**src/irq_pkg.sv**
```systemverilog
// package for the interrupt entry and source block
// assumes one 200 MHz clock domain and no register bus
package irq_pkg;
  localparam int          NUM_EXT      = 6;
  localparam int          NUM_KEY      = 4;
  localparam int          NUM_MATCH    = 4;
  localparam int          NUM_MASK     = 16;
  localparam int          ADDR_W       = 20;
  localparam logic [2:0]  LVL_SPECIAL  = 3'h7;
  localparam logic [2:0]  LVL_ZERO     = 3'h0;
  localparam logic [5:0]  SWI_LO       = 6'h20;
  localparam logic [5:0]  SWI_HI       = 6'h3F;
  localparam logic [5:0]  VEC_NMI      = 6'h39;
  localparam logic [5:0]  VEC_WDT      = 6'h3A;
  localparam logic [5:0]  VEC_MATCH    = 6'h3B;
  localparam logic [5:0]  VEC_KEY      = 6'h3C;
  localparam logic [5:0]  VEC_MASK0    = 6'h00;
  localparam logic [2:0]  PC_HI_LSB    = 3'h0;
  localparam logic [1:0]  PC_STEP_LONG = 2'h2;
  localparam logic [1:0]  PC_STEP_SHRT = 2'h1;
  localparam logic [15:0] RST_WORD     = 16'h0000;

  typedef struct packed {
    logic [ADDR_W-1:0] pc;
    logic [15:0]       flag_register;
    logic [1:0]        bank;
  } ctx_t;

  typedef struct packed {
    logic              valid;
    logic              wide;
    logic [ADDR_W-1:0] addr;
    logic [15:0]       data;
  } wr_t;

  typedef enum logic [5:0] {
    ST_IDLE = 6'b000001,
    ST_W1A  = 6'b000010,
    ST_W1B  = 6'b000100,
    ST_W2A  = 6'b001000,
    ST_W2B  = 6'b010000,
    ST_DONE = 6'b100000
  } ent_t;
endpackage : irq_pkg

```
**src/irq_entry.sv**
```systemverilog
// interrupt sources, arbitration and entry stacking sequencer
// assumes the core sequencer drives the strobes on CLK and accepts one write a cycle
`timescale 1ns/10ps
`default_nettype none
module irq_entry
  import irq_pkg::*;
(
  input  wire logic                     CLK,
  input  wire logic                     NRST,
  input  wire logic [NUM_EXT-1:0]       EXT_EDGE_IN,
  input  wire logic [NUM_EXT-1:0]       EDGE_BOTH_SEL,
  input  wire logic [NUM_EXT-1:0]       EDGE_SENSE_SEL,
  input  wire logic                     SOURCE4_SEL,
  input  wire logic                     SOURCE5_SEL,
  input  wire logic                     SHARED_B3_SEL,
  input  wire logic                     SHARED_B4_SEL,
  input  wire logic                     SERIAL3_REQ,
  input  wire logic                     SERIAL4_REQ,
  input  wire logic                     TIMER_B3_REQ,
  input  wire logic                     TIMER_B4_REQ,
  input  wire logic                     UART0_COLL_REQ,
  input  wire logic                     UART1_COLL_REQ,
  input  wire logic [NUM_MASK-1:0]      PERIPH_REQ,
  input  wire logic [3*NUM_MASK-1:0]    REQ_LEVEL,
  input  wire logic [NUM_MASK-1:0]      FLAG_CLR,
  input  wire logic                     NMI_N,
  input  wire logic                     WDT_REQ,
  input  wire logic [NUM_KEY-1:0]       KEY_IN,
  input  wire logic [NUM_KEY-1:0]       KEY_DIR,
  input  wire logic [NUM_MATCH*ADDR_W-1:0] MATCH_ADDR,
  input  wire logic [NUM_MATCH-1:0]     MATCH_EN,
  input  wire logic [ADDR_W-1:0]        FETCH_ADDR,
  input  wire logic                     FETCH_LONG,
  input  wire logic                     SAMPLE,
  input  wire logic                     SWI,
  input  wire logic [5:0]               SWI_NUM,
  input  wire logic                     RETURN_REQ,
  input  wire ctx_t                     RETURN_CTX,
  input  wire ctx_t                     CUR_CTX,
  input  wire logic [ADDR_W-1:0]        INTERRUPT_STACK_POINTER,
  input  wire logic [ADDR_W-1:0]        USP,
  input  wire logic                     WR_READY,
  output wr_t                           WR,
  output logic                          ENTRY_DONE,
  output logic [5:0]                    VECTOR,
  output logic [2:0]                    NEW_IPL,
  output logic                          KEEP_U,
  output ctx_t                          RESTORE,
  output logic                          RESTORE_VALID,
  output logic [NUM_MASK-1:0]           REQ_FLAG,
  output logic                          NMI_PIN_LEVEL,
  output logic                          WAKE,
  output logic                          BUSY
);
  function automatic logic [NUM_EXT-1:0] edge_hit(input logic [NUM_EXT-1:0] cur,
      input logic [NUM_EXT-1:0] old, input logic [NUM_EXT-1:0] both,
      input logic [NUM_EXT-1:0] rise);
    edge_hit = (cur ^ old) & (both | (rise & cur) | (~rise & ~cur));
  endfunction : edge_hit

  logic [NUM_EXT-1:0] ext_s1_r, ext_s2_r, ext_old_r;
  logic [NUM_KEY-1:0] key_s1_r, key_s2_r;
  logic               nmi_s1_r, nmi_s2_r, nmi_old_r;
  logic               key_low_r;
  logic               nmi_pend_r, key_pend_r, wdt_pend_r, match_pend_r;
  logic [ADDR_W-1:0]  match_pc_r;
  ent_t               st_r;
  ctx_t               ctx_r;
  logic [ADDR_W-1:0]  sp_r;
  logic               odd_r;
  logic [NUM_MASK-1:0] flag_r;
  logic [NUM_EXT-1:0] ext_hit;
  logic [NUM_MASK-1:0] src_req;
  logic               win;
  logic [5:0]         win_idx;
  logic [2:0]         win_lvl;
  logic               key_low, match_hit, start;
  logic [5:0]         vec_nxt;
  logic [2:0]         ipl_nxt;
  logic [ADDR_W-1:0]  pc_save;
  logic [15:0]        word1, word2;

  // pins pass two flip-flops before any use
  always_ff @(posedge CLK or negedge NRST) begin
    if (!NRST) begin
      ext_s1_r <= '1;
      ext_s2_r <= '1;
      ext_old_r <= '1;
      key_s1_r <= '1;
      key_s2_r <= '1;
      nmi_s1_r <= 1'b1;
      nmi_s2_r <= 1'b1;
      nmi_old_r <= 1'b1;
    end else begin
      ext_s1_r <= EXT_EDGE_IN;
      ext_s2_r <= ext_s1_r;
      ext_old_r <= ext_s2_r;
      key_s1_r <= KEY_IN;
      key_s2_r <= key_s1_r;
      nmi_s1_r <= NMI_N;
      nmi_s2_r <= nmi_s1_r;
      nmi_old_r <= nmi_s2_r;
    end
  end

  assign ext_hit = edge_hit(ext_s2_r, ext_old_r, EDGE_BOTH_SEL, EDGE_SENSE_SEL);

  // shared vector routing; slots 0..3 ext, 4..5 ext or serial, 6..7 timer or collision, rest peripheral
  always_comb begin
    src_req = PERIPH_REQ;
    src_req[3:0] = ext_hit[3:0];
    src_req[4] = SOURCE4_SEL ? ext_hit[4] : SERIAL3_REQ;
    src_req[5] = SOURCE5_SEL ? ext_hit[5] : SERIAL4_REQ;
    src_req[6] = SHARED_B3_SEL ? UART0_COLL_REQ : TIMER_B3_REQ;
    src_req[7] = SHARED_B4_SEL ? UART1_COLL_REQ : TIMER_B4_REQ;
  end

  // set wins over clear and acceptance
  always_ff @(posedge CLK or negedge NRST) begin
    if (!NRST) begin
      flag_r <= '0;
    end else begin
      for (int i = 0; i < NUM_MASK; i++) begin
        if (src_req[i])
          flag_r[i] <= 1'b1;
        else if (FLAG_CLR[i] || (start && !special_pick() && win_idx == 6'(i)))
          flag_r[i] <= 1'b0;
      end
    end
  end

  // only the first falling key counts
  assign key_low = |(~key_s2_r & ~KEY_DIR);
  always_ff @(posedge CLK or negedge NRST) begin
    if (!NRST) key_low_r <= 1'b0;
    else key_low_r <= key_low;
  end

  always_comb begin
    match_hit = 1'b0;
    for (int i = 0; i < NUM_MATCH; i++)
      if (MATCH_EN[i] && MATCH_ADDR[i*ADDR_W +: ADDR_W] == FETCH_ADDR) match_hit = 1'b1;
  end

  // I flag, request flag and level vs priority
  irq_arbiter #(.N(NUM_MASK)) u_arb (
    .req     (flag_r & {NUM_MASK{CUR_CTX.flag_register[6]}}),
    .lvl     (REQ_LEVEL),
    .processor_priority_level     (CUR_CTX.flag_register[14:12]),
    .win     (win),
    .win_idx (win_idx),
    .win_lvl (win_lvl)
  );

  function automatic logic special_pick();
    special_pick = SWI || nmi_pend_r || wdt_pend_r || match_pend_r || key_pend_r;
  endfunction : special_pick

  always_ff @(posedge CLK or negedge NRST) begin
    if (!NRST) begin
      nmi_pend_r <= 1'b0;
      key_pend_r <= 1'b0;
      wdt_pend_r <= 1'b0;
      match_pend_r <= 1'b0;
      match_pc_r <= '0;
    end else begin
      if (nmi_old_r && !nmi_s2_r) nmi_pend_r <= 1'b1;
      else if (start && !SWI) nmi_pend_r <= 1'b0;
      if (WDT_REQ) wdt_pend_r <= 1'b1;
      else if (start && !SWI && !nmi_pend_r) wdt_pend_r <= 1'b0;
      if (match_hit) match_pend_r <= 1'b1;
      else if (start && !SWI && !nmi_pend_r && !wdt_pend_r) match_pend_r <= 1'b0;
      if (key_low && !key_low_r) key_pend_r <= 1'b1;
      // only the key pick clears it; a soft number equal to the key vector must not
      else if (start && !SWI && !nmi_pend_r && !wdt_pend_r && !match_pend_r)
        key_pend_r <= 1'b0;
      if (match_hit)
        match_pc_r <= FETCH_ADDR + ADDR_W'(FETCH_LONG ? PC_STEP_LONG : PC_STEP_SHRT);
    end
  end

  // fixed order: swi, nmi, watchdog, match, key, maskable
  always_comb begin
    vec_nxt = VEC_MASK0 + win_idx;
    ipl_nxt = win_lvl;
    if (SWI) begin
      vec_nxt = SWI_NUM;
      ipl_nxt = CUR_CTX.flag_register[14:12];
    end else if (nmi_pend_r) begin
      vec_nxt = VEC_NMI;
      ipl_nxt = LVL_SPECIAL;
    end else if (wdt_pend_r) begin
      vec_nxt = VEC_WDT;
      ipl_nxt = LVL_SPECIAL;
    end else if (match_pend_r) begin
      vec_nxt = VEC_MATCH;
      ipl_nxt = CUR_CTX.flag_register[14:12];
    end else if (key_pend_r) begin
      vec_nxt = VEC_KEY;
      ipl_nxt = win_lvl;
    end
  end

  assign start = (st_r == ST_IDLE) && SAMPLE && !RETURN_REQ && (special_pick() || win);
  assign pc_save = match_pend_r && !SWI && !nmi_pend_r && !wdt_pend_r ? match_pc_r : CUR_CTX.pc;

  assign word1 = {ctx_r.pc[ADDR_W-1:16], ctx_r.flag_register[15:12], ctx_r.flag_register[7:0]};
  assign word2 = ctx_r.pc[15:0];

  always_ff @(posedge CLK or negedge NRST) begin
    if (!NRST) begin
      st_r <= ST_IDLE;
      ctx_r <= '0;
      sp_r <= '0;
      odd_r <= 1'b0;
      VECTOR <= 6'h00;
      NEW_IPL <= LVL_ZERO;
      KEEP_U <= 1'b0;
    end else begin
      case (st_r)
        ST_IDLE: if (start) begin
          ctx_r <= '{pc: pc_save, flag_register: CUR_CTX.flag_register, bank: CUR_CTX.bank};
          VECTOR <= vec_nxt;
          NEW_IPL <= ipl_nxt;
          KEEP_U <= SWI && SWI_NUM >= SWI_LO && SWI_NUM <= SWI_HI;
          sp_r <= (SWI && SWI_NUM >= SWI_LO && CUR_CTX.flag_register[7]) ? USP : INTERRUPT_STACK_POINTER;
          odd_r <= (SWI && SWI_NUM >= SWI_LO && CUR_CTX.flag_register[7]) ? USP[0] : INTERRUPT_STACK_POINTER[0];
          st_r <= ST_W1A;
        end
        ST_W1A: if (WR_READY) st_r <= odd_r ? ST_W1B : ST_W2A;
        ST_W1B: if (WR_READY) st_r <= ST_W2A;
        ST_W2A: if (WR_READY) st_r <= odd_r ? ST_W2B : ST_DONE;
        ST_W2B: if (WR_READY) st_r <= ST_DONE;
        ST_DONE: st_r <= ST_IDLE;
        default: st_r <= ST_IDLE;
      endcase
    end
  end

  // stack grows down: word one sits above word two
  always_comb begin
    WR = '0;
    case (st_r)
      ST_W1A: WR = '{valid: 1'b1, wide: !odd_r, addr: sp_r - ADDR_W'(2),
                     data: odd_r ? {8'h00, word1[15:8]} : word1};
      ST_W1B: WR = '{valid: 1'b1, wide: 1'b0, addr: sp_r - ADDR_W'(3),
                     data: {8'h00, word1[7:0]}};
      ST_W2A: WR = '{valid: 1'b1, wide: !odd_r, addr: sp_r - ADDR_W'(4),
                     data: odd_r ? {8'h00, word2[15:8]} : word2};
      ST_W2B: WR = '{valid: 1'b1, wide: 1'b0, addr: sp_r - ADDR_W'(5),
                     data: {8'h00, word2[7:0]}};
      default: WR = '0;
    endcase
  end

  always_ff @(posedge CLK or negedge NRST) begin
    if (!NRST) begin
      RESTORE <= '0;
      RESTORE_VALID <= 1'b0;
    end else begin
      RESTORE_VALID <= RETURN_REQ && st_r == ST_IDLE;
      if (RETURN_REQ && st_r == ST_IDLE) RESTORE <= RETURN_CTX;
    end
  end

  always_ff @(posedge CLK or negedge NRST) begin
    if (!NRST) begin
      NMI_PIN_LEVEL <= 1'b1;
      WAKE <= 1'b0;
    end else begin
      NMI_PIN_LEVEL <= nmi_s2_r;
      WAKE <= key_pend_r || nmi_pend_r;
    end
  end

  assign ENTRY_DONE = st_r == ST_DONE;
  assign BUSY = st_r != ST_IDLE;
  assign REQ_FLAG = flag_r;
endmodule : irq_entry
`default_nettype wire

```
**src/irq_arbiter.sv**
```systemverilog
// fixed-rank arbiter over maskable requests
// assumes requests and levels come from the same clock domain
`timescale 1ns/10ps
`default_nettype none
module irq_arbiter
  import irq_pkg::*;
#(
  parameter int N = NUM_MASK
) (
  input  wire logic [N-1:0]   req,
  input  wire logic [3*N-1:0] lvl,
  input  wire logic [2:0]     processor_priority_level,
  output logic                win,
  output logic [5:0]          win_idx,
  output logic [2:0]          win_lvl
);
  // lower index ranks higher among equals
  always_comb begin
    win     = 1'b0;
    win_idx = 6'h00;
    win_lvl = LVL_ZERO;
    for (int i = N - 1; i >= 0; i--) begin
      if (req[i] && lvl[3*i +: 3] > processor_priority_level && (!win || lvl[3*i +: 3] >= win_lvl)) begin
        win     = 1'b1;
        win_idx = 6'(i);
        win_lvl = lvl[3*i +: 3];
      end
    end
  end
endmodule : irq_arbiter
`default_nettype wire

```
**config.mk**
```make
export PLATFORM = sky130hd
export DESIGN_NAME = irq_entry
export DESIGN_NICKNAME = d
export VERILOG_FILES = /design/src/irq_pkg.sv /design/src/irq_entry.sv /design/src/irq_arbiter.sv
export SDC_FILE = /design/constraint.sdc
export NUM_CORES = 1
export LEC_CHECK = 0
export BUFFER_PORTS_ARGS = -buffer_cell sky130_fd_sc_hd__buf_2
export CAP_MARGIN = 0
export CORE_AREA = 2 2 179 181
export CTS_BUF_LIST = sky130_fd_sc_hd__clkbuf_4
export DETAILED_ROUTE_END_ITERATION = 7
export DIE_AREA = 0 0 181 183
export PLACE_DENSITY = 0.68
export SLEW_MARGIN = 20
export SYNTH_ARGS = -nofsm -noshare
export SYNTH_HDL_FRONTEND = slang
export SYNTH_SLANG_ARGS = --single-unit
export TNS_END_PERCENT = 1
```
**constraint.sdc**
```tcl
create_clock -name CLK -period 26.6 [get_ports CLK]
set_input_delay 2.66 -clock CLK [delete_from_list [all_inputs] [get_ports CLK]]
set_output_delay 2.66 -clock CLK [all_outputs]
set_load 0.02 [all_outputs]
```
==> flow_summary_export.csv, run 1 <==
group,metric,value,unit
sta,layout_min_cycle_time,24.84,ns
logic_synthesis,ys_warn_count,0,
critical_path,path_delay_family,"compound AO/OA/AOI/OAI gates",
sta,clock.fmax,40.3,MHz
pwr,leakagePower,7.89,nW
finish,drive_gt1_share,32.8,%
critical_path,critPathMaxFanout,12,
finish,fin_nets,2367,
logic_synthesis,synth_top_family_by_area,"compound AO/OA/AOI/OAI gates",
global_routing,track_usage,27.2,%
logic_synthesis,synthCells,1490,
logic_synthesis,syn-cell-area,13200,µm²
logic_synthesis,synth_top_cells_by_area,"dfrtp_1 (28%), ha_1 (8.8%), dfstp_2 (6.0%)",
sta,hold_viol,0,
critical_path,critPathLaunch,"CUR_CTX[15]",
critical_path,crit_path_top_delay_cell,"mux2_2",
sta,final-setup-viol-count,0,
die,rows,65,
die,ios,458,
critical_path,r2r-start,"REQ_FLAG[15]$_DFFE_PN0P_",
critical_path,max_stage_delay,0.40,ns
finish,mostFrequentLayoutCell,"buf_2",
flow_run,maxCapViolations,0,
logic_synthesis,synthMuxAreaShare,7.59,%
cts,clockRootBuffer,"clkbuf_4",
sta,rsz0062_at_grt,"no",
critical_path,worstSetupPathType,"in -> reg",
pwr,ir_drop,0.0000537,V
logic_synthesis,synth.distinct_cells,93,
cts,cts_hold_buf,0,
placement,dpl.hpwl,37300,µm
logic_synthesis,synthSimpleGateAreaFrac,17.5,%
finish,multi_input_area,8140,µm²
cts,cts_sinks,178,
global_routing,antenna_found_initial,12,
placement,routabilityCongestion,0.918,
cts,cts.clk_slew.worst_paths,0.20,ns
finish,nFillCells,3048,
sta,slew_viol_final,0,
cts,clockBufferDepth,2,
critical_path,critPathBufInv,9,
routing,top_layer,"met5",
routing,wl,46300,µm
logic_synthesis,synth_xor_area_share,6.59,%
routing,routed-wl-met2,23200,µm
min_path,hp-class,"reg -> reg",
min_path,min_from,"ext_s1_r[3]$_DFF_PN1_",
critical_path,arrival,25.32,ns
global_routing,overflow,0,
cts,h-tree-depth,4,
sta,finalCritPeriodShare,93.4,%
die,die_h,183,µm
die,die-area,33100,µm²
global_routing,grt_max_degree,123,
cts,cts_inserted_buffers,17,
finish,design_area,16300,µm²
routing,drt_iter0_drc,813,
logic_synthesis,synth_seq_cells,178,
die,die_width,181,µm
logic_synthesis,ys_async_sr_fraction,100,%
critical_path,cp-end-kind,"flip-flop",
cts,clk_latency,0.60,ns
finish,seqCellArea,4490,µm²
die,core_area,31200,µm²
logic_synthesis,synth_top_area_share,28.2,%
sta,worst_pin_slew,0.967,ns
routing,viasPerCell,5.51,
logic_synthesis,yosysTopAreaCell,"dfrtp_1",
critical_path,required,27.08,ns
sta,slew_headroom,35.3,%
global_routing,grt_pass1_wl,70200,µm
logic_synthesis,synth_fa_ha_area_share,9.23,%
die,initial_utilization,42.1,%
placement,place_area,15900,µm²
routing,wl_met3,2410,µm
logic_synthesis,synth_compound_area_share,20.6,%
routing,firstDrtPassIters,5,
routing,wl_per_cell,19.8,µm
logic_synthesis,ys_seq_area_share,34.1,%
logic_synthesis,syn_area_per_cell,8.83,µm²
routing,vias,12900,
logic_synthesis,synth_edf_count,0,
sta,tns,0,ns
finish,area_delta_synth_final,23.6,%
critical_path,worstSetupStartpointType,"input pin",
pwr,power_density,71.0,nW/µm²
routing,ant_nets,0,
placement,portBuffers,443,
logic_synthesis,syn_nets,1936,
global_routing,first_global_vias,12600,
logic_synthesis,synth_ff_type,"dfrtp_1",
finish,final_cell_mix,"buf_2 (442), nand2_1 (157), dfrtp_1 (148)",
run_status,status,"finished clean",
sta,finalClockSkew,0.0461,ns
critical_path,cp_common_cell,"ha_1",
cts,cts_tree,"yes",
routing,wl_met1,19200,µm
routing,drc,0,
-- cell usage after synthesis (all sizes together) (32+ instances only) --
cell	instances
nor3	32
inv	78
a21oi	104
nand2	160
mux2i	48
nor2	105
xnor2	73
dfrtp	148
mux2	46
clkbuf	50
o21ai	106
nand3	36
ha	93
-- routing by layer --
layer / up-vias / track usage (%)
met5: - / 0
met4: 2 / 10.0
met3: 88 / 4.45
met2: 447 / 48.5
met1: 6120 / 33.2
li1: 6259 / -
-- worst register-to-register path: cells and delay by family (launching register included) --
kind            cells  cell delay [ns]
compound gates     49             9.01
buf+inv             7             0.79
flops               1             0.47
fa+ha+maj          16             4.36
simple gates       38             6.01
mux                 5             1.77
-- sequential cells by signal, summed over array words and instances, names as in the netlist, 3 cells and up --
name	count
REQ_FLAG	16
key_s1_r	4
match_pc_r	20
NEW_IPL	3
ext_s2_r	6
ext_old_r	6
st_r	6
RESTORE	38
key_s2_r	4
VECTOR	6
ext_s1_r	6
sp_r	20
ctx_r	32
-- logic make-up after synthesis --
group,count (synthesis)
flops,178
xor+xnor,99
buf+inv,145
mux,94
fa+ha+maj,96
compound gates,402
simple gates,476
-- path summary, 6_finish.rpt --
check / slack [ns] / cells past startpoint / end
setup reg to reg: 4.14 / 115 / REQ_FLAG[14]$_DFFE_PN0P_
min in group asynchronous: 2.11 / 1 / REQ_FLAG[1]$_DFFE_PN0P_
hold reg to reg: 0.37 / 0 / ext_s2_r[3]$_DFF_PN1_
setup / recovery: 1.76 / 119 / REQ_FLAG[14]$_DFFE_PN0P_
hold / removal: 0.37 / 0 / ext_s2_r[3]$_DFF_PN1_
max in group asynchronous: 23.17 / 2 / match_pc_r[1]$_DFFE_PN0P_
-- area by class of cell --
cell class / count / area share [%]
clock buffers: 17 / 0.785
diodes: 6 / 0.0923
flip-flops and latches: 178 / 27.6
well taps: 402 / 3.09
clock inverters: 15 / 1.12
repair buffers: 478 / 15.4
inverters: 79 / 1.82
multi-input cells: 1167 / 50.1
-- stage by stage --
step	instances	total power [W]	util [%]	setup slack, ns	hold WS, ns
CTS	2334	0.00115	51.8	1.18	0.369
finish	2342	0.00115	52.1	1.76	0.371
floorplan	1490	0.000781	-	2.19	0.345
global placement	2302	0.000974	50.8	0.792	0.346
global route	2341	0.00124	52.1	0.0664	0.371
detailed placement	2302	0.000988	50.8	0.587	0.347
-- where the power goes --
| group | internal (W) | total (W) | leakage, nW | switching (W) |
|---|---|---|---|---|
| clock | 0.0000448 | 0.000163 | 0.165 | 0.000118 |
| sequential | 0.000354 | 0.000429 | 2.12 | 0.0000753 |
| combinational | 0.000227 | 0.000563 | 5.61 | 0.000335 |
-- what timing repair did --
action / in CTS / in global routing
endpoints found under the setup margin: 0 / 23
gates resized for setup: 0 / 13
setup buffers: 0 / 1
endpoints found under the hold margin: 0 / 0
Note: power is estimated with default switching activity, not from simulation.
==> run 2: changes to the inputs <==
Settings changed: CAP_MARGIN 0 to default, CELL_PAD_IN_SITES_DETAIL_PLACEMENT from default to 0, CELL_PAD_IN_SITES_GLOBAL_PLACEMENT from default to 2, CORE_AREA 2 2 179 181 to default, CORE_MARGIN from default to 1, CORE_UTILIZATION from default to 30, DIE_AREA 0 0 181 183 to default, PLACE_DENSITY 0.68 to 0.82, REMOVE_ABC_BUFFERS from default to 1.
==> flow_summary_export.csv, run 2 (synthesis results as in run 1) <==
group,metric,value,unit
run_status,status,"finished clean",
routing,firstDrtPassIters,7,
sta,hold_viol,0,
finish,drive_gt1_share,32.5,%
placement,routabilityCongestion,0.887,
die,initial_utilization,30.5,%
pwr,p_sw,0.000518,W
cts,clockBufferDepth,2,
cts,cts_inserted_buffers,17,
routing,viasPerCell,5.03,
global_routing,antenna_found_initial,8,
flow_run,maxCapViolations,0,
critical_path,max_stage_delay,0.41,ns
routing,vias,12700,
cts,cts_hold_buf,0,
sta,rsz0062_at_grt,"no",
critical_path,cp-end-kind,"flip-flop",
critical_path,critPathBufInv,8,
critical_path,r2r_slack,3.92,ns
min_path,hp-class,"reg -> reg",
finish,seqCellArea,4490,µm²
routing,wl_per_cell,18.8,µm
critical_path,r2r-start,"REQ_FLAG[15]$_DFFE_PN0P_",
critical_path,worstSetupPathType,"in -> reg",
pwr,leakagePower,7.93,nW
routing,ant_nets,0,
routing,wl,47500,µm
finish,multi_input_area,8110,µm²
sta,slew_headroom,36.4,%
die,die-area,44700,µm²
cts,cts.clk_slew.worst_paths,0.17,ns
cts,h-tree-depth,4,
sta,clock.fmax,40.2,MHz
pwr,p_comb_share,48.1,%
die,die_width,211,µm
pwr,p_sw_share,44.6,%
finish,nFillCells,4609,
critical_path,required,27.29,ns
cts,cts_tree,"yes",
placement,dpl.hpwl,38000,µm
finish,regMostFlops,"RESTORE",
critical_path,critPathLaunch,"CUR_CTX[15]",
finish,largestRegisters,"RESTORE: 38 flops, ctx_r: 32 flops",
critical_path,cp_common_cell,"ha_1",
pwr,p_int,0.000643,W
critical_path,reg2regPathDepth,111,
global_routing,grt_pass1_wl,72100,µm
routing,drt_iter0_drc,646,
critical_path,r2r_end,"REQ_FLAG[0]$_DFFE_PN0P_",
critical_path,endpoint,"REQ_FLAG[0]$_DFFE_PN0P_",
die,rows,76,
pwr,ir_drop,0.0000776,V
sta,worst_pin_slew,0.947,ns
sta,finalClockSkew,0.0498,ns
critical_path,arrival,25.55,ns
sta,final-setup-viol-count,0,
critical_path,critPathMaxFanout,9,
critical_path,crit_cells,115,
sta,tns,0,ns
sta,finalCritPeriodShare,93.5,%
global_routing,overflow,0,
cts,post_cts_buffers,0,
pwr,power_density,70.4,nW/µm²
cts,clockRootBuffer,"clkbuf_4",
critical_path,worstSetupStartpointType,"input pin",
finish,mostFrequentLayoutCell,"buf_2",
sta,layout_min_cycle_time,24.86,ns
die,core_area,43200,µm²
global_routing,track_usage,21.3,%
cts,cts-resized-gates,0,
finish,largest_reg_flops,38,
finish,stdcell_count,2533,
global_routing,first_global_vias,12800,
finish,area_delta_synth_final,25.5,%
finish,fin_nets,2376,
global_routing,grt_max_degree,109,
cts,clk_latency,0.76,ns
placement,portBuffers,443,
finish,final_cell_mix,"buf_2 (442), nand2_1 (159), dfrtp_1 (148)",
routing,drc,0,
placement,dpl.cell_count,2496,
critical_path,path_delay_family,"compound AO/OA/AOI/OAI gates",
pwr,p_seq_share,36.5,%
pwr,p_clk_share,15.4,%
cts,cts_sinks,178,
die,die_h,211,µm
die,ios,458,
sta,slew_viol_final,0,
critical_path,crit_path_top_delay_cell,"mux2_2",
-- run 2: changes by cell type in the layout (fill, tap and decap cells not counted), sizes merged --
cell,before,now
diode,6,5
inv,84,87
clkinvlp,0,1
buf,477,486
clkbuf,18,20
bufinv,0,2
clkinv,10,2
-- run 2: metal layers --
layer | up-vias | share of wire (%) | track usage (%)
met5 | - | 0.027 | 0
met4 | 2 | 2.0 | 6.82
met3 | 49 | 5.7 | 4.66
met2 | 374 | 49 | 36.8
met1 | 6044 | 43 | 26.3
li1 | 6266 | - | -
-- run 2: per-stage QoR --
stage	hold slack, ns	power, W	utilization, %	setup slack (ns)	cell area (µm²)
after floorplan	0.345	0.000770	-	2.13	12900
after detailed placement	0.347	0.000988	37.5	1.04	16200
after global placement	0.345	0.000976	37.5	1.29	16200
after global routing	0.370	0.00125	38.2	0.0395	16500
after CTS	0.369	0.00117	38.2	1.87	16500
final	0.368	0.00116	38.2	1.74	16500
-- run 2: area by class of cell --
cell class | instances | share of cell area [%]
Multi-Input combinational cell | 1167 | 49.1
Sequential cell | 178 | 27.2
Timing Repair Buffer | 487 | 15.5
Tap cell | 585 | 4.44
Inverter | 79 | 1.80
Clock inverter | 13 | 1.00
Clock buffer | 19 | 0.864
Antenna cell | 5 | 0.0758
-- run 2: power by group through the flow --
stage | sequential, W | clock [W] | combinational (W)
floorplan | 0.000460 | 0 | 0.000310
global placement | 0.000425 | 0 | 0.000551
detailed placement | 0.000428 | 0 | 0.000560
CTS | 0.000423 | 0.000189 | 0.000562
global route | 0.000436 | 0.000197 | 0.000620
finish | 0.000424 | 0.000179 | 0.000559
-- run 2: worst register-to-register path: cells and delay by family (launching register included) --
| family | cells | cell delay, ns |
|---|---|---|
| AOI/OAI and AO/OA | 49 | 9.05 |
| adders and majority gates | 16 | 4.31 |
| buffers and inverters | 6 | 0.56 |
| DFF | 1 | 0.47 |
| muxes | 6 | 2.23 |
| and+or+nand+nor | 34 | 6.03 |
-- run 2: how the worst min path moves through the flow --
stage	startpoint	to	slack, ns	depth (start not counted)
2_1_floorplan	ext_s1_r[0]$_DFF_PN1_	ext_s2_r[0]$_DFF_PN1_	0.35	0
3_3_place_gp	key_s1_r[1]$_DFF_PN1_	key_s2_r[1]$_DFF_PN1_	0.35	0
3_5_place_dp	ext_s1_r[2]$_DFF_PN1_	ext_s2_r[2]$_DFF_PN1_	0.35	0
4_1_cts	ext_s1_r[4]$_DFF_PN1_	ext_s2_r[4]$_DFF_PN1_	0.37	0
5_1_grt	ext_s1_r[4]$_DFF_PN1_	ext_s2_r[4]$_DFF_PN1_	0.37	0
6_report	ext_s1_r[4]$_DFF_PN1_	ext_s2_r[4]$_DFF_PN1_	0.37	0
==> run 3: changes to the inputs <==
--- a/config.mk
+++ b/config.mk
@@ -7,2 +7,3 @@
 export LEC_CHECK = 0
+export ABC_AREA = 1
 export BUFFER_PORTS_ARGS = -buffer_cell sky130_fd_sc_hd__buf_2
@@ -11,6 +12,6 @@
 export CORE_MARGIN = 1
-export CORE_UTILIZATION = 30
+export CORE_UTILIZATION = 28
 export CTS_BUF_LIST = sky130_fd_sc_hd__clkbuf_4
 export DETAILED_ROUTE_END_ITERATION = 7
-export PLACE_DENSITY = 0.82
+export PLACE_DENSITY = 0.81
 export REMOVE_ABC_BUFFERS = 1
==> constraint.sdc (replaced) <==
create_clock -name CLK -period 26.6 [get_ports CLK]
set_input_delay 0 -clock CLK [delete_from_list [all_inputs] [get_ports CLK]]
set_output_delay 0 -clock CLK [all_outputs]
set_load 0.02 [all_outputs]
==> flow_summary_export.csv, run 3 <==
group,metric,value,unit
finish,final_cell_mix,"buf_2 (442), dlygate4sd3_1 (427), nand2_1 (390)",
cts,clockBufferDepth,2,
finish,drive_gt1_share,24.9,%
sta,rsz0062_at_grt,"no",
finish,fin_nets,3034,
min_path,min_from,"EDGE_SENSE_SEL[2]",
die,core_area,46500,µm²
routing,drc,0,
run_status,status,"finished clean",
routing,wl,57400,µm
sta,tns,0,ns
die,die_width,219,µm
critical_path,critPathLaunch,"CUR_CTX[14]",
cts,cts.clk_slew.worst_paths,0.17,ns
sta,finalClockSkew,0.0372,ns
logic_synthesis,synth_seq_cells,178,
logic_synthesis,synth.distinct_cells,65,
sta,finalCritPeriodShare,72.0,%
placement,dpl.cell_count,2748,
critical_path,cp_common_cell,"nand2_1",
finish,finish.utilization,44.5,%
sta,final-setup-viol-count,0,
critical_path,reg2regPathDepth,146,
cts,clockRootBuffer,"clkbuf_4",
pwr,ir_drop,0.0000441,V
global_routing,use_met2,43.1,%
logic_synthesis,synth_top_cells_by_area,"dfrtp_1 (28%), nand2_1 (11%), ha_1 (8.8%)",
critical_path,max_stage_delay,0.55,ns
logic_synthesis,synth_edf_count,0,
placement,routabilityCongestion,0.894,
cts,cts-resized-gates,0,
global_routing,top_usage_layer,"met2",
placement,portBuffers,443,
logic_synthesis,syn_area_per_cell,7.58,µm²
finish,stdcell_count,3221,
logic_synthesis,synth_most_common_cell,"nand2_1",
sta,layout_min_cycle_time,19.15,ns
cts,cts_inserted_buffers,17,
logic_synthesis,synth_ff_type,"dfrtp_1",
min_path,hp-class,"in -> reg",
global_routing,overflow,0,
routing,viasPerCell,4.75,
placement,dpl.hpwl,42900,µm
die,die-area,47800,µm²
critical_path,critPathMaxFanout,18,
logic_synthesis,ys_async_sr_fraction,100,%
die,ios,458,
sta,clock.fmax,52.2,MHz
logic_synthesis,synth_top_cells_by_count,"nand2_1 (390), inv_1 (208), nor2_1 (169)",
critical_path,cp-end-kind,"flip-flop",
finish,area_delta_synth_final,57.0,%
critical_path,required,27.28,ns
finish,largest_reg_flops,38,
logic_synthesis,ys_warn_count,0,
routing,wl_per_cell,17.8,µm
critical_path,arrival,19.83,ns
global_routing,track_usage,24.2,%
sta,fin_ws,7.45,ns
critical_path,worstSetupStartpointType,"input pin",
critical_path,endpoint,"NEW_IPL[0]$_DFFE_PN0P_",
cts,h-tree-depth,4,
logic_synthesis,ys_seq_area_share,34.2,%
cts,cts_sinks,178,
global_routing,grt_pass1_wl,87300,µm
logic_synthesis,syn-cell-area,13200,µm²
global_routing,antenna_found_initial,10,
sta,slew_viol_final,0,
cts,cts_tree,"yes",
die,rows,79,
global_routing,grt_use_met3,4.83,%
global_routing,first_global_vias,15700,
logic_synthesis,yosysTopAreaCell,"dfrtp_1",
critical_path,r2r_slack,7.51,ns
critical_path,worstSetupPathType,"in -> reg",
finish,regMostFlops,"RESTORE",
sta,hold_viol,0,
finish,mostFrequentLayoutCell,"buf_2",
critical_path,r2r_end,"NEW_IPL[0]$_DFFE_PN0P_",
global_routing,grt_max_degree,75,
routing,drt_iter0_drc,955,
routing,firstDrtPassIters,8,
critical_path,crit_path_top_delay_cell,"dlygate4sd3_1",
logic_synthesis,synthCells,1735,
logic_synthesis,synth_top_area_share,28.2,%
global_routing,met1_usage,28.3,%
sta,slew_headroom,30.6,%
die,initial_utilization,28.3,%
sta,worst_pin_slew,1.03,ns
pwr,leakagePower,10.1,nW
flow_run,maxCapViolations,0,
placement,post-place-ws,8.44,ns
routing,ant_nets,0,
routing,vias,15300,
cts,clk_latency,0.79,ns
die,die_h,219,µm
pwr,power_density,61.2,nW/µm²
finish,largestRegisters,"RESTORE: 38 flops, ctx_r: 32 flops",
critical_path,r2r-start,"REQ_FLAG[15]$_DFFE_PN0P_",
run 3: cell types whose count changed in the layout (fill, tap and decap cells not counted), sizes merged, moves of 51 or more:
cell         previous run  this run
a21oi                 104        53
dlygate4sd3             0       427
inv                    87       231
nand2                 160       430
nor2                  105       178
xnor2                  73        20
run 3: what timing repair did:
item,CTS,global route
buffers inserted,0,0
hold endpoints to repair,310,0
hold buffers,428,0
run 3: stage by stage:
stage / hold WS [ns] / cell area (µm²) / total power [W]
3_5_place_dp: 0.00884 / 16000 / 0.000981
3_3_place_gp: 0.00613 / 16000 / 0.000967
6_report: 0.0860 / 20700 / 0.00126
2_1_floorplan: -0.296 / 13000 / 0.000774
4_1_cts: 0.00113 / 20600 / 0.00126
5_1_grt: 0.0300 / 20700 / 0.00136
run 3: how the worst min path moves through the flow:
| stage | end | slack, ns | depth (start not counted) |
|---|---|---|---|
| 2_1_floorplan | KEEP_U$_DFFE_PN0P_ | -0.30 | 0 |
| 4_1_cts | REQ_FLAG[2]$_DFFE_PN0P_ | 0.001 | 5 |
| 3_3_place_gp | VECTOR[5]$_DFFE_PN0P_ | 0.006 | 1 |
| 3_5_place_dp | VECTOR[5]$_DFFE_PN0P_ | 0.009 | 1 |
| 5_1_grt | ctx_r[22]$_DFFE_PN0P_ | 0.03 | 4 |
| 6_report | REQ_FLAG[2]$_DFFE_PN0P_ | 0.09 | 5 |
run 3: where the power goes:
part	switching [W]	total [W]	internal (W)	leakage, nW
clock network	0.000123	0.000165	0.0000413	0.146
registers	0.0000693	0.000423	0.000354	2.07
logic	0.000372	0.000675	0.000303	7.87
total	0.000565	0.00126	0.000698	10.1
run 3: layer usage:
| layer | up-vias | share of wire (%) |
|---|---|---|
| li1 | 7528 | - |
| met1 | 7216 | 42 |
| met2 | 455 | 50 |
| met3 | 90 | 4.7 |
| met4 | 2 | 3.1 |
| met5 | - | 0.023 |
run 3: worst max-delay path: cells and delay by family:
kind / cells / cell delay (ns)
fa+ha+maj: 16 / 4.66
compound gates: 32 / 4.78
simple gates: 75 / 6.33
buf+inv: 25 / 3.98
run 3: logic make-up after synthesis:
kind of cell	count (synthesis)	share of synthesized area, %
AND/OR/NAND/NOR	747	25.6
AO/OA/AOI/OAI	349	16.1
multiplexers	40	3.41
buffers and inverters	272	7.92
flip-flops	178	34.2
adder cells (fa/ha/maj)	95	9.15
XOR/XNOR	54	3.60
run 3: final cells by class:
cell class	count	area [µm²]
diodes	13	32.5
clock buffers	17	128
clock inverters	15	140
fillers	4780	25800
inverters	226	851
multi-input cells	1285	7630
flip-flops and latches	178	4490
well taps	607	759
repair buffers	880	6620
